--- config.mk ---
export PLATFORM = sky130hd
export DESIGN_NAME = exc_unit
export DESIGN_NICKNAME = d
export VERILOG_FILES = /design/src/common/exc_pkg.sv /design/src/logic/exc_unit.sv
export SDC_FILE = /design/constraint.sdc
export NUM_CORES = 1
export LEC_CHECK = 0
export BUFFER_PORTS_ARGS = -buffer_cell sky130_fd_sc_hd__buf_2
export CELL_PAD_IN_SITES_DETAIL_PLACEMENT = 2
export CELL_PAD_IN_SITES_GLOBAL_PLACEMENT = 2
export CORE_MARGIN = 2
export CORE_UTILIZATION = 19
export CTS_CLUSTER_DIAMETER = 30
export CTS_CLUSTER_SIZE = 12
export DETAILED_ROUTE_END_ITERATION = 12
export GPL_ROUTABILITY_DRIVEN = 1
export MAX_ROUTING_LAYER = met4
export PLACE_DENSITY = 0.85
export SLEW_MARGIN = 40
export SYNTH_ARGS = -nofsm -noshare
export SYNTH_HDL_FRONTEND = slang
export SYNTH_SLANG_ARGS = --single-unit
--- constraint.sdc ---
create_clock -name clk_sys -period 1.4 [get_ports clk_sys]
set_clock_uncertainty 0.1 [all_clocks]
set_input_delay 0.28 -clock clk_sys [delete_from_list [all_inputs] [get_ports clk_sys]]
set_output_delay 0.28 -clock clk_sys [all_outputs]
set_load 0.01 [all_outputs]
--- src/common/exc_pkg.sv ---
// package: constants and carriers for the program / fp / decrementer exception unit
package exc_pkg;

  localparam int          VEC_W            = 20;
  localparam logic [19:0] VEC_PROGRAM      = 20'h00700;
  localparam logic [19:0] VEC_FP_UNAVAIL   = 20'h00800;
  localparam logic [19:0] VEC_DECREMENTER  = 20'h00900;
  localparam logic [19:0] VEC_RESV_LO      = 20'h00A00;
  localparam logic [19:0] VEC_RESV_HI      = 20'h00BFF;
  localparam logic [19:0] VEC_RESET_VALUE  = 20'h00000;

  // cause bit positions in the saved status word (low nibble of cause field)
  localparam int          CAUSE_W          = 4;
  localparam int          CAUSE_FP_EN      = 0;
  localparam int          CAUSE_ILLEGAL    = 1;
  localparam int          CAUSE_PRIV       = 2;
  localparam int          CAUSE_TRAP       = 3;
  localparam logic [3:0]  CAUSE_RESET      = 4'h0;

  localparam int          SPR_FIELD_W      = 10;
  localparam int          DEC_W_DEFAULT    = 32;

  // machine state bits of interest
  typedef struct packed {
    logic fp_exc_mode_bit0;
    logic fp_exc_mode_bit1;
    logic user_privilege_bit;
    logic fp_available_bit;
    logic external_enable_bit;
  } msr_bits_s;

  // one instruction presented for completion
  typedef struct packed {
    logic                   valid;
    logic                   is_fp;
    logic                   opcode_invalid;
    logic                   is_privileged;
    logic                   is_spr_move;
    logic [SPR_FIELD_W-1:0] special_register_field;
    logic                   spr_field_invalid;
    logic                   is_trap;
    logic                   trap_cond_true;
    logic                   fp_raises_enabled;
    logic                   is_fp_status_control_move;
    logic                   fp_status_control_move_exc_en;
  } instr_s;

  typedef enum logic [2:0] {
    EXC_NONE,
    EXC_PROGRAM,
    EXC_FP_UNAVAIL,
    EXC_DECREMENTER
  } exc_kind_e;

  function automatic logic vec_reserved(input logic [19:0] v);
    return (v >= VEC_RESV_LO) && (v <= VEC_RESV_HI);
  endfunction

endpackage

--- src/logic/exc_unit.sv ---
// exception recognition and vectoring for program, fp unavailable and decrementer cases
`timescale 1ns/10ps

//
// Function
// - program exception at 00700, cause bits saved
// - fp enabled when mode bit and summary
// - summary set by fp op or move
// - invalid opcode raises illegal instruction
// - privileged op in user mode traps
// - invalid spr move with msb set privileged
// - trap condition true raises trap
// - fp op with fp unavailable at 00800
// - counter msb rising edge requests 00900
// - decrementer taken only with external enable
// - fp enabled exceptions always precise
module exc_unit
  import exc_pkg::*;
#(
  parameter int DEC_W = DEC_W_DEFAULT
) (
  // clock and reset
  input  wire logic             clk_sys,
  input  wire logic             reset_n,
  // machine state and counter
  input  wire msr_bits_s        machine_state_word,
  input  wire logic [DEC_W-1:0] down_counter,
  // fp status summary control
  input  wire logic             fp_status_control_clear_summary,
  // instruction at completion
  input  wire instr_s           instr,
  // exception outputs
  output logic                  exc_take,
  output logic [VEC_W-1:0]      exc_vector,
  output logic [CAUSE_W-1:0]    saved_restore_status,
  output logic                  fp_enabled_summary,
  output logic                  dec_pending,
  output logic                  instr_blocked
);

  logic       dec_msb_prev;
  logic       dec_edge;
  logic       fp_mode_on;
  logic       summary_set;
  logic       next_summary;
  logic       cause_fp_en;
  logic       cause_illegal;
  logic       cause_priv;
  logic       cause_trap;
  logic       spr_priv;
  logic       prog_any;
  logic       fp_unavail;
  logic       dec_take;
  logic       next_dec_pending;
  exc_kind_e  kind;
  logic [19:0] next_vector;
  logic [3:0]  next_cause;

  // summary set by an enabled fp op or a status move leaving exc+enable set
  // an fp op stopped as unavailable never executes, so it cannot set the summary
  assign summary_set = instr.valid & ~fp_unavail & ((instr.is_fp & instr.fp_raises_enabled)
                       | (instr.is_fp_status_control_move & instr.fp_status_control_move_exc_en));
  // set wins over clear so a coincident event is not lost
  assign next_summary = summary_set | (fp_enabled_summary & ~fp_status_control_clear_summary);

  assign fp_mode_on  = machine_state_word.fp_exc_mode_bit0
                     | machine_state_word.fp_exc_mode_bit1;
  // checked at the instruction's own completion, so reporting stays precise
  assign cause_fp_en = instr.valid & fp_mode_on & next_summary;
  assign cause_illegal = instr.valid & instr.opcode_invalid;
  assign spr_priv = instr.is_spr_move & instr.spr_field_invalid
                  & instr.special_register_field[SPR_FIELD_W-1];
  assign cause_priv = instr.valid & machine_state_word.user_privilege_bit
                    & (instr.is_privileged | spr_priv);
  assign cause_trap = instr.valid & instr.is_trap & instr.trap_cond_true;
  assign fp_unavail = instr.valid & instr.is_fp
                    & ~machine_state_word.fp_available_bit;
  assign prog_any   = ~fp_unavail & (cause_fp_en | cause_illegal | cause_priv | cause_trap);

  assign dec_edge = ~dec_msb_prev & down_counter[DEC_W-1];
  // held until the enable opens and no instruction fault competes; masked otherwise
  assign dec_take = (dec_pending | dec_edge) & machine_state_word.external_enable_bit
                  & ~fp_unavail & ~prog_any;
  assign next_dec_pending = (dec_pending | dec_edge) & ~dec_take;

  // instruction-caused exceptions outrank the asynchronous decrementer
  assign kind = fp_unavail ? EXC_FP_UNAVAIL :
                prog_any   ? EXC_PROGRAM    :
                dec_take   ? EXC_DECREMENTER : EXC_NONE;

  always_comb begin
    case (kind)
      EXC_PROGRAM:     next_vector = VEC_PROGRAM;
      EXC_FP_UNAVAIL:  next_vector = VEC_FP_UNAVAIL;
      EXC_DECREMENTER: next_vector = VEC_DECREMENTER;
      default:         next_vector = exc_vector;
    endcase
  end

  assign next_cause = {cause_trap, cause_priv, cause_illegal, cause_fp_en};

  always_ff @(posedge clk_sys or negedge reset_n) begin
    if (!reset_n) begin
      exc_take             <= 1'b0;
      exc_vector           <= VEC_RESET_VALUE;
      saved_restore_status <= CAUSE_RESET;
      fp_enabled_summary   <= 1'b0;
      dec_pending          <= 1'b0;
      dec_msb_prev         <= 1'b0;
      instr_blocked        <= 1'b0;
    end else begin
      exc_take           <= (kind != EXC_NONE) & ~vec_reserved(next_vector);
      exc_vector         <= next_vector;
      fp_enabled_summary <= next_summary;
      dec_pending        <= next_dec_pending;
      dec_msb_prev       <= down_counter[DEC_W-1];
      instr_blocked      <= fp_unavail | prog_any;
      if (kind == EXC_PROGRAM) begin
        saved_restore_status <= next_cause;
      end
    end
  end

endmodule

Yosys cells after proc, flatten, opt, wreduce, memory -nomap -nowiden
Index checks and enable logic that the tools add are counted.
Widths: inputs -> output; s select.
- magnitude comparators: 2
- eq/ne operators: 3
- muxes and demuxes: 4
- bitwise gates (word level): 39
- reduce and logical (&&, ||, !) cells: 2
- operators by type and width (cell ; number):
    $pmux 20 s3 ; 1
    $and 1x1->1 ; 23
    $ge 20x12->1 const B ; 1
    $le 20x12->1 const B ; 1
    $or 1x1->1 ; 9
    $not 1->1 ; 7
    $mux 2 ; 3
    $eq 2x2->1 const B ; 2
    $reduce_bool 3->1 ; 1
    $eq 2x1->1 const B ; 1
    $logic_and 1x1->1 ; 1
- register bits after elaboration: 29
- input bits: 61
- word-level logic and storage cells: 57

Depth between registers and ports, before layout
Gate-level depths: netlist of the first run.
- depth after elaboration: 22
- mapped depth: 6

Least setup slack after synthesis of the first run
OpenSTA, ideal clock, no wires.
- kind: reg2reg
- start: register fp_enabled_summary
- end: register exc_vector[0]
- arrival time: 1.372 ns
- data required time: 1.234 ns
- setup slack: -0.137 ns
- cell stages (with the launch flop): 6
- path buffers: 1
- clock period less this slack: 1.537 ns
- cell sequence: dfrtp_1 > nand2b_1 > a21oi_2 > a2111oi_4 > buf_6 > and2_1
- longest elaborated chain between the ends: 14
- ends and longest elaborated chain (item ; RTL line ; RTL):
    from (decl) ; exc_unit.sv:36 ; output logic fp_enabled_summary,
    from (signal assigned) ; exc_unit.sv:114 ; fp_enabled_summary <= next_summary;
    $and 1x1->1 (*) ; exc_unit.sv:64 ; assign next_summary = summary_set | (fp_enabled_summary & ~fp_status_control_clear_summary);
    $or 1x1->1 (*) ; exc_unit.sv:64 ;
    $and 1x1->1 (*) ; exc_unit.sv:69 ; assign cause_fp_en = instr.valid & fp_mode_on & next_summary;
    $or 1x1->1 (*) (3 in a row) ; exc_unit.sv:78 ; assign prog_any = ~fp_unavail & (cause_fp_en | cause_illegal | cause_priv | cause_trap);
    $and 1x1->1 (*) ; exc_unit.sv:78 ;
    $not 1->1 ; exc_unit.sv:83 ; & ~fp_unavail & ~prog_any;
    $and 1x1->1 ; exc_unit.sv:83 ;
    $mux 2 ; exc_unit.sv:89 ; dec_take ? EXC_DECREMENTER : EXC_NONE;
    $mux 2 (*) ; exc_unit.sv:88 ; prog_any ? EXC_PROGRAM :
    $mux 2 (*) ; exc_unit.sv:87 ; assign kind = fp_unavail ? EXC_FP_UNAVAIL :
    $eq 2x2->1 / $eq 2x1->1 (equally long branches) ; exc_unit.sv:92 ; case (kind)
    $pmux 20 s3 (*) ; exc_unit.sv:92 ;
    net next_vector[0] ; exc_unit.sv:56 ; logic [19:0] next_vector;
    to (signal assigned) ; exc_unit.sv:113 ; exc_vector <= next_vector;
    to (decl) ; exc_unit.sv:34 ; output logic [VEC_W-1:0] exc_vector,
The timed path passes the listed nets; every way through them passes the cells marked *.
A chain may end at the register's enable or synchronous reset.

Final worst setup path of the first run
- start: register fp_enabled_summary
- end: register exc_vector[14]
Same word-level chain as after synthesis.

==> impl_metrics.json, run 1 <==
{
  "ir_drop_uv": 379.3,
  "rsz0062_at_grt": "yes",
  "yosysWarningCount": 0,
  "ioPinCount": 89,
  "placedCellCount": 231,
  "p_per_area_mw_per_mm2": 1242,
  "comb_power_share_pct": 16.3,
  "dpl-instance-area_mm2": 0.001624,
  "r2r_start": "fp_enabled_summary$_DFF_PN0_",
  "die_w_um": 81.24,
  "seq_area_um2": 725.7,
  "core_mm2": 0.005851,
  "synth-seq-cells": 29,
  "slew_violations": 0,
  "synth_nets": 152,
  "antenna_found_initial": 0,
  "dpl_worst_slack_ps": -326.8,
  "timing.rr.end": "exc_vector[14]$_DFF_PN0_",
  "leakagePower_nw": 0.9228,
  "ant_nets": 0,
  "postLayoutCellArea_mm2": 0.001758,
  "grt_usage_pct": 11.11,
  "path_clk_slew_ps": 70,
  "layout.cells.non_filler": 240,
  "start_util_pct": 19.38,
  "period_share_pct": 105.0,
  "synth_cells": 91,
  "wl_per_cell_um": 13.29,
  "critPathLaunch": "fp_enabled_summary$_DFF_PN0_",
  "pwr-share-seq_pct": 42.1,
  "drt_wl_total_mm": 3.190,
  "die_area_mm2": 0.006600,
  "nets": 225,
  "grt_pass1_vias": 1138,
  "yosysSeqAreaShare_pct": 64.02,
  "finalSetupViolCount": 17,
  "fin_util_pct": 30.05,
  "violations": "setup timing",
  "max-cap-violations": 0,
  "clock_latency_ps": 280,
  "fin_crit_ps": 1470,
  "drcViolationCount": 0,
  "gp_congestion": 0.6777,
  "crit_type": "reg2reg",
  "fillers": 655,
  "status": "finished with violations",
  "hpwl_mm": 2.443,
  "drive_gt1_share_pct": 49.09,
  "drt-initial-drc-count": 18,
  "grt_max_degree": 30,
  "grt_pass1_wl_mm": 5.306,
  "cts_buffer_depth": 2,
  "endpoint_kind": "flip-flop",
  "root_buffer": "clkbuf_8",
  "hold_depth": 1,
  "vias_per_cell": 4.088,
  "num_vias": 981,
  "rr_worst_depth": 5,
  "multi_input_area_um2": 401.6,
  "p_switching_mw": 0.5389,
  "cts_buffers": 5,
  "clock-sinks": 29,
  "cts_tree": "done",
  "area_growth_pct": 55.08,
  "slew-limit-headroom_pct": 71.11,
  "synth_area_leaders": "dfrtp_1 64%, and2_1 8.8%, nand2_1 2.6%",
  "syn_area_mm2": 0.001134,
  "power_mw": 2.184,
  "cts_max_level": 2,
  "hold_end": "dec_msb_prev$_DFF_PN0_",
  "max_freq_mhz": 680.3,
  "swShare_pct": 24.67,
  "required_ps": 1510,
  "yosysTopAreaCell": "dfrtp_1",
  "fin_ws_ps": -69.84,
  "tightestPinTransition_ps": 433.3,
  "yosysUniqueCellTypes": 24,
  "n_antenna_cell": 0,
  "p_int_mw": 1.645,
  "drtPass1Iterations": 3,
  "synth_area_per_cell_um2": 12.46,
  "hp-class": "in2reg",
  "synth_top_area_share_pct": 64.02,
  "num_rows": 28,
  "hp-start": "down_counter[31]",
  "reg2reg_slack_ps": -70,
  "start_kind": "flip-flop",
  "die_h_um": 81.24,
  "clkPwrFrac_pct": 41.6,
  "grt_remaining_overflow": 0,
  "crit_fanout": 17,
  "arrival_ps": 1580,
  "hold_viol_final": 0,
  "port_buffers": 48
}
power by group through the flow:
stage                     clock [mW]  sequential, mW  combinational [mW]
after floorplan                    0           0.958               0.131
after global placement             0           0.931               0.346
after detailed placement           0           0.936               0.360
after CTS                      0.929           0.921               0.369
after global routing           0.975           0.926               0.403
final                          0.908           0.920               0.357
synthesized netlist by cell type:
cell       count
o21ai_0        5
nor2b_1        1
o31ai_1        1
a21oi_1        4
a221oi_2       1
a2111oi_4      1
a22o_1         3
inv_1          2
a21o_1         1
buf_6          1
nand2_2        1
a21oi_2        2
nand2_1        8
and2_1        16
a31oi_1        2
buf_4          1
o21a_1         1
dfrtp_1       29
nand2b_1       3
and2b_1        1
o2bb2ai_1      1
nor2_1         4
a22oi_2        1
mux2i_1        1
timing repair:
action	4_1_cts	5_1_grt
hold buffers	1	0
hold endpoints to repair	29	0
endpoints found under the setup margin	19	22
pin swaps	0	4
resized for setup	1	2
buffers inserted	0	0
state kept, by name, indices dropped and copies added, names as in the netlist:
name                  count
dec_msb_prev              1
exc_vector               20
exc_take                  1
dec_pending               1
saved_restore_status      4
instr_blocked             1
fp_enabled_summary        1
placed cells by master (no fill, tap or decap), drive strengths merged:
cell         Yosys  final
mux2i            1      1
dfrtp           29     29
a22o             3      3
o31ai            1      1
o2bb2ai          1      1
dlygate4sd3      0      1
nor2b            1      1
clkbuf           0      7
o21a             1      1
a31oi            2      2
buf              2     67
a22oi            1      1
o21ai            5      5
a21o             1      1
and2b            1      1
bufinv           0      1
a221oi           1      1
nor2             4      4
nand2b           3      3
a21oi            6      6
nand2            9      9
inv              2      2
and2            16     16
a2111oi          1      1
cell type report:
cell class	instances	share of cell area (%)
tap	75	5.338
sequential	29	41.28
timing repair buffer	68	23.49
inverter	2	0.4270
clock inverter	1	1.708
clock buffer	7	4.911
multi-input combinational	58	22.85
critical path, stage by stage (launching register included):
cell       delay (ps)
dfrtp_1           410
nand2b_4          120
nand2_4            70
a2111oi_4         410
buf_12            180
and2_1            130
routing by layer:
layer / track usage [%] / vias to the layer above / part of all wire (%)
met5: - / - / 0
met4: 3.559 / 0 / 0.85
met3: 3.889 / 4 / 7.8
met2: 19.59 / 38 / 52
met1: 11.59 / 485 / 39
li1: - / 454 / -
kinds of logic (layout without fill, tap and decap cells):
kind of cell | count (synthesis) | after routing | synth area share (%)
flops | 29 | 29 | 64.02
mux | 1 | 1 | 0.8830
simple gates | 34 | 34 | 16.23
buf+inv | 4 | 78 | 2.318
compound gates | 23 | 23 | 16.56
worst max path at each step:
stage | endpoint | slack (ps) | depth (start not counted)
2_1_floorplan | exc_vector[0]$_DFF_PN0_ | -110 | 6
3_3_place_gp | exc_vector[18]$_DFF_PN0_ | -280 | 6
3_5_place_dp | exc_vector[14]$_DFF_PN0_ | -330 | 6
4_1_cts | exc_vector[14]$_DFF_PN0_ | -90 | 5
5_1_grt | exc_vector[6]$_DFF_PN0_ | -150 | 5
6_report | exc_vector[14]$_DFF_PN0_ | -70 | 5
through the flow:
step / hold slack [ps] / setup TNS (ps)
floorplan: -115.6 / -1150
global placement: 214.4 / -6090
detailed placement: 224.6 / -7060
CTS: 7.576 / -1365
global route: 13.45 / -2355
finish: 12.37 / -915.7
No activity file was read; power rests on OpenSTA's default activity.
==> run 2: changes to the inputs <==
--- a/config.mk
+++ b/config.mk
@@ -16,6 +16,8 @@
 export GPL_ROUTABILITY_DRIVEN = 1
 export MAX_ROUTING_LAYER = met4
 export PLACE_DENSITY = 0.85
+export SKIP_CTS_REPAIR_TIMING = 1
+export SKIP_LAST_GASP = 1
 export SLEW_MARGIN = 40
 export SYNTH_ARGS = -nofsm -noshare
 export SYNTH_HDL_FRONTEND = slang
==> impl_metrics.json, run 2 (same netlist as run 1, synthesis figures left out) <==
{
  "status": "finished with violations",
  "violations": "setup timing",
  "vias_per_cell": 4.108,
  "drt_wl_total_mm": 3.192,
  "die_h_um": 81.24,
  "crit_fanout": 17,
  "leakagePower_nw": 0.9228,
  "cp_cell_sequence": "nand2b_4 -> nand2_4 -> a2111oi_4 -> buf_12 -> and2_1",
  "clkPwrFrac_pct": 41.6,
  "ant_nets": 0,
  "drcViolationCount": 0,
  "required_ps": 1520,
  "num_rows": 28,
  "endpoint_kind": "flip-flop",
  "slew-limit-headroom_pct": 71.19,
  "ioPinCount": 89,
  "final_common_cell": "buf_2",
  "wl_per_cell_um": 13.30,
  "max-cap-violations": 0,
  "die_area_mm2": 0.006600,
  "cts_buffer_depth": 2,
  "p_switching_mw": 0.5403,
  "clock_latency_ps": 280,
  "hold_viol_final": 0,
  "grt_pass1_vias": 1137,
  "cts_tree": "done",
  "p_per_area_mw_per_mm2": 1243,
  "tightestPinTransition_ps": 432.1,
  "cp_slowest_cell": "dfrtp_1",
  "start_kind": "flip-flop",
  "drt-initial-drc-count": 21,
  "finalHoldWorstSlack_ps": 13.15,
  "reg2reg_slack_ps": -70,
  "hp-start": "down_counter[31]",
  "clock-sinks": 29,
  "path_clk_slew_ps": 60,
  "reg_top3": "exc_vector (20), saved_restore_status (4)",
  "grt_pass1_wl_mm": 5.306,
  "n_antenna_cell": 0,
  "fin_util_pct": 30.05,
  "gp_congestion": 0.6777,
  "period_share_pct": 105.2,
  "grt_remaining_overflow": 0,
  "crit_type": "reg2reg",
  "hpwl_mm": 2.443,
  "fin_ws_ps": -72.64,
  "arrival_ps": 1590,
  "die_w_um": 81.24,
  "mostFrequentLayoutCells": "48 x buf_2, 29 x dfrtp_1, 16 x and2_1, 16 x buf_4, 8 x nand2_1",
  "tns_ps": -996.4,
  "r2r_start": "fp_enabled_summary$_DFF_PN0_",
  "dpl_worst_slack_ps": -326.8,
  "cpPeakStageDelay_ps": 410,
  "swShare_pct": 24.72,
  "rsz0062_at_grt": "yes",
  "drive_gt1_share_pct": 49.09,
  "hp-class": "in2reg",
  "largest_register_ffs": 20,
  "port_buffers": 48,
  "num_vias": 986,
  "critPathLaunch": "fp_enabled_summary$_DFF_PN0_",
  "crit_family": "flip-flops",
  "slew_violations": 0,
  "crit_buf_inv": 1,
  "comb_power_share_pct": 16.3,
  "p_int_mw": 1.645,
  "nets": 225,
  "cts_buffers": 5,
  "antenna_found_initial": 0,
  "area_growth_pct": 55.08,
  "fin_crit_ps": 1473,
  "grt_max_degree": 30,
  "grt_usage_pct": 11.11,
  "pwr-share-seq_pct": 42.1,
  "start_util_pct": 19.38,
  "core_mm2": 0.005851,
  "cts_max_level": 2,
  "finalSetupViolCount": 17,
  "top_register": "exc_vector",
  "drtPass1Iterations": 3,
  "root_buffer": "clkbuf_8",
  "ir_drop_uv": 385.1,
  "max_freq_mhz": 679.1
}
-- run 2: cell counts in the layout (fill, tap and decap cells not counted) --
Identical to the previous run, type by type.
-- run 2: worst paths after layout --
check | endpoint | cells after the start
max | exc_vector[14]$_DFF_PN0_ | 5
min | dec_msb_prev$_DFF_PN0_ | 1
max reg2reg | exc_vector[14]$_DFF_PN0_ | 5
min reg2reg | exc_vector[18]$_DFF_PN0_ | 1
max in group asynchronous | exc_vector[1]$_DFF_PN0_ | 3
min in group asynchronous | saved_restore_status[2]$_DFFE_PN0P_ | 3
-- run 2: area by class of cell --
cell class	instances	area, µm²
Inverter	2	7.507
Multi-Input combinational cell	58	401.6
Fill cell	655	4093
Clock inverter	1	30.03
Timing Repair Buffer	68	412.9
Sequential cell	29	725.7
Tap cell	75	93.84
Clock buffer	7	86.33
-- run 2: per-layer routing --
layer / track usage [%] / wire length, µm
met1: 11.59 / 1252
met2: 19.59 / 1664
met3: 3.889 / 248
met4: 3.559 / 27
met5: - / 0
-- run 2: power by group through the flow --
stage	combinational [mW]	clock [mW]	sequential, mW
after floorplan	0.131	0	0.958
after global placement	0.346	0	0.931
after detailed placement	0.360	0	0.936
after CTS	0.364	0.929	0.921
after global routing	0.403	0.975	0.926
final	0.357	0.909	0.919
-- run 2: per-stage QoR --
step	power, mW	area (µm²)	cells
after global placement	1.277	1624	231
after global routing	2.304	1758	240
after CTS	2.215	1740	239
after floorplan	1.090	1157	91
final	2.186	1758	240
after detailed placement	1.296	1624	231
==> run 3: changes to the inputs <==
--- a/config.mk
+++ b/config.mk
@@ -15,7 +15,7 @@
 export DETAILED_ROUTE_END_ITERATION = 12
 export GPL_ROUTABILITY_DRIVEN = 1
 export MAX_ROUTING_LAYER = met4
-export PLACE_DENSITY = 0.85
+export PLACE_DENSITY = 0.71
 export SKIP_CTS_REPAIR_TIMING = 1
 export SKIP_LAST_GASP = 1
 export SLEW_MARGIN = 40
==> impl_metrics.json, run 3 (same netlist as run 1, synthesis figures left out) <==
{
  "top_register": "exc_vector",
  "met2_usage_pct": 18.51,
  "ant_nets": 0,
  "cts_buffers": 5,
  "max-cap-violations": 0,
  "arrival_ps": 1590,
  "status": "finished with violations",
  "leakagePower_nw": 0.9410,
  "fin_crit_ps": 1479,
  "hp-class": "in2reg",
  "drive_gt1_share_pct": 50.89,
  "hp-start": "machine_state_word[0]",
  "use_met1_pct": 12.86,
  "grt_usage_pct": 10.93,
  "core_mm2": 0.005851,
  "grt_pass1_vias": 1047,
  "num_rows": 28,
  "die_h_um": 81.24,
  "mostFrequentLayoutCells": "49 x buf_2, 29 x dfrtp_1, 18 x buf_4, 16 x and2_1, 8 x nand2_1",
  "clock_latency_ps": 270,
  "reg_top3": "exc_vector (20), saved_restore_status (4)",
  "nets": 229,
  "grt_use_met3_pct": 3.444,
  "ioPinCount": 89,
  "violations": "setup timing",
  "finalSetupViolCount": 19,
  "hpwl_mm": 2.517,
  "grt_max_degree": 18,
  "slew-limit-headroom_pct": 70.18,
  "gp_congestion": 0.6618,
  "fin_ws_ps": -78.70,
  "root_buffer": "clkbuf_8",
  "endpoint_kind": "flip-flop",
  "num_vias": 980,
  "area_growth_pct": 57.28,
  "crit_type": "reg2reg",
  "r2r_start": "fp_enabled_summary$_DFF_PN0_",
  "largest_register_ffs": 20,
  "vias_per_cell": 4.016,
  "cts_max_level": 2,
  "die_w_um": 81.24,
  "hold_end": "dec_pending$_DFF_PN0_",
  "grt_pass1_wl_mm": 5.133,
  "p_per_area_mw_per_mm2": 1154,
  "path_clk_slew_ps": 70,
  "dpl_worst_slack_ps": -341.6,
  "critPathLaunch": "fp_enabled_summary$_DFF_PN0_",
  "timing.rr.end": "exc_vector[15]$_DFF_PN0_",
  "required_ps": 1510,
  "drt_wl_total_mm": 3.313,
  "busiest_layer": "met2",
  "wl_per_cell_um": 13.58,
  "drt-initial-drc-count": 24,
  "antenna_found_initial": 0,
  "power_mw": 2.057,
  "clock-sinks": 29,
  "rsz0062_at_grt": "yes",
  "start_util_pct": 19.38,
  "crit_fanout": 17,
  "hold_viol_final": 0,
  "max_freq_mhz": 676.3,
  "tightestPinTransition_ps": 447.2,
  "drcViolationCount": 0,
  "drtPass1Iterations": 3,
  "ir_drop_uv": 359.5,
  "period_share_pct": 105.6,
  "n_antenna_cell": 0,
  "start_kind": "flip-flop",
  "hold_depth": 2,
  "cts_buffer_depth": 2,
  "die_area_mm2": 0.006600,
  "grt_remaining_overflow": 0,
  "final_common_cell": "buf_2",
  "reg2reg_slack_ps": -80,
  "cts_tree": "done",
  "port_buffers": 48,
  "rr_worst_depth": 5,
  "slew_violations": 0
}
## run 3: layer usage
metal	up-vias	part of all wire, %
li1	462	-
met1	482	42
met2	36	52
met3	0	5.9
met4	0	0
met5	-	0
## run 3: worst max-delay path by stage
stage          depth (start not counted)  slack [ps]                       end
5_1_grt                                5        -170  exc_vector[15]$_DFF_PN0_
6_report                               5         -80  exc_vector[15]$_DFF_PN0_
3_5_place_dp                           6        -340  exc_vector[14]$_DFF_PN0_
4_1_cts                                5        -110  exc_vector[15]$_DFF_PN0_
2_1_floorplan                          6        -110   exc_vector[0]$_DFF_PN0_
3_3_place_gp                           6        -280  exc_vector[15]$_DFF_PN0_
## run 3: through the flow
step / instances / hold WS (ps) / TNS [ps] / instance area, µm² / utilization, %
after floorplan: 91 / -115.6 / -1150 / 1157 / -
after global placement: 233 / 109.0 / -6103 / 1652 / 28.23
after detailed placement: 233 / 104.7 / -7303 / 1652 / 28.23
after CTS: 241 / -200.6 / -1814 / 1753 / 29.96
after global routing: 244 / 96.26 / -2916 / 1783 / 30.47
final: 244 / 112.2 / -1192 / 1783 / 30.47
## run 3: worst max-delay path: stages (launching register included)
cell,delay (ps)
dfrtp_1,400
nand2b_4,110
nand2_4,60
a2111oi_4,410
buf_12,190
and2_1,130
## run 3: area by class of cell
| type | count | area [µm²] |
|---|---|---|
| Multi-Input combinational cell | 58 | 401.6 |
| Sequential cell | 29 | 725.7 |
| Fill cell | 656 | 4068 |
| Clock buffer | 7 | 96.34 |
| Timing Repair Buffer | 72 | 452.9 |
| Tap cell | 75 | 93.84 |
| Inverter | 2 | 7.507 |
| Clock inverter | 1 | 5.005 |
## run 3: power by group
group | internal (mW) | total [mW] | switching (mW)
clock network | 0.444 | 0.763 | 0.320
logic | 0.185 | 0.374 | 0.188
registers | 0.889 | 0.920 | 0.0307
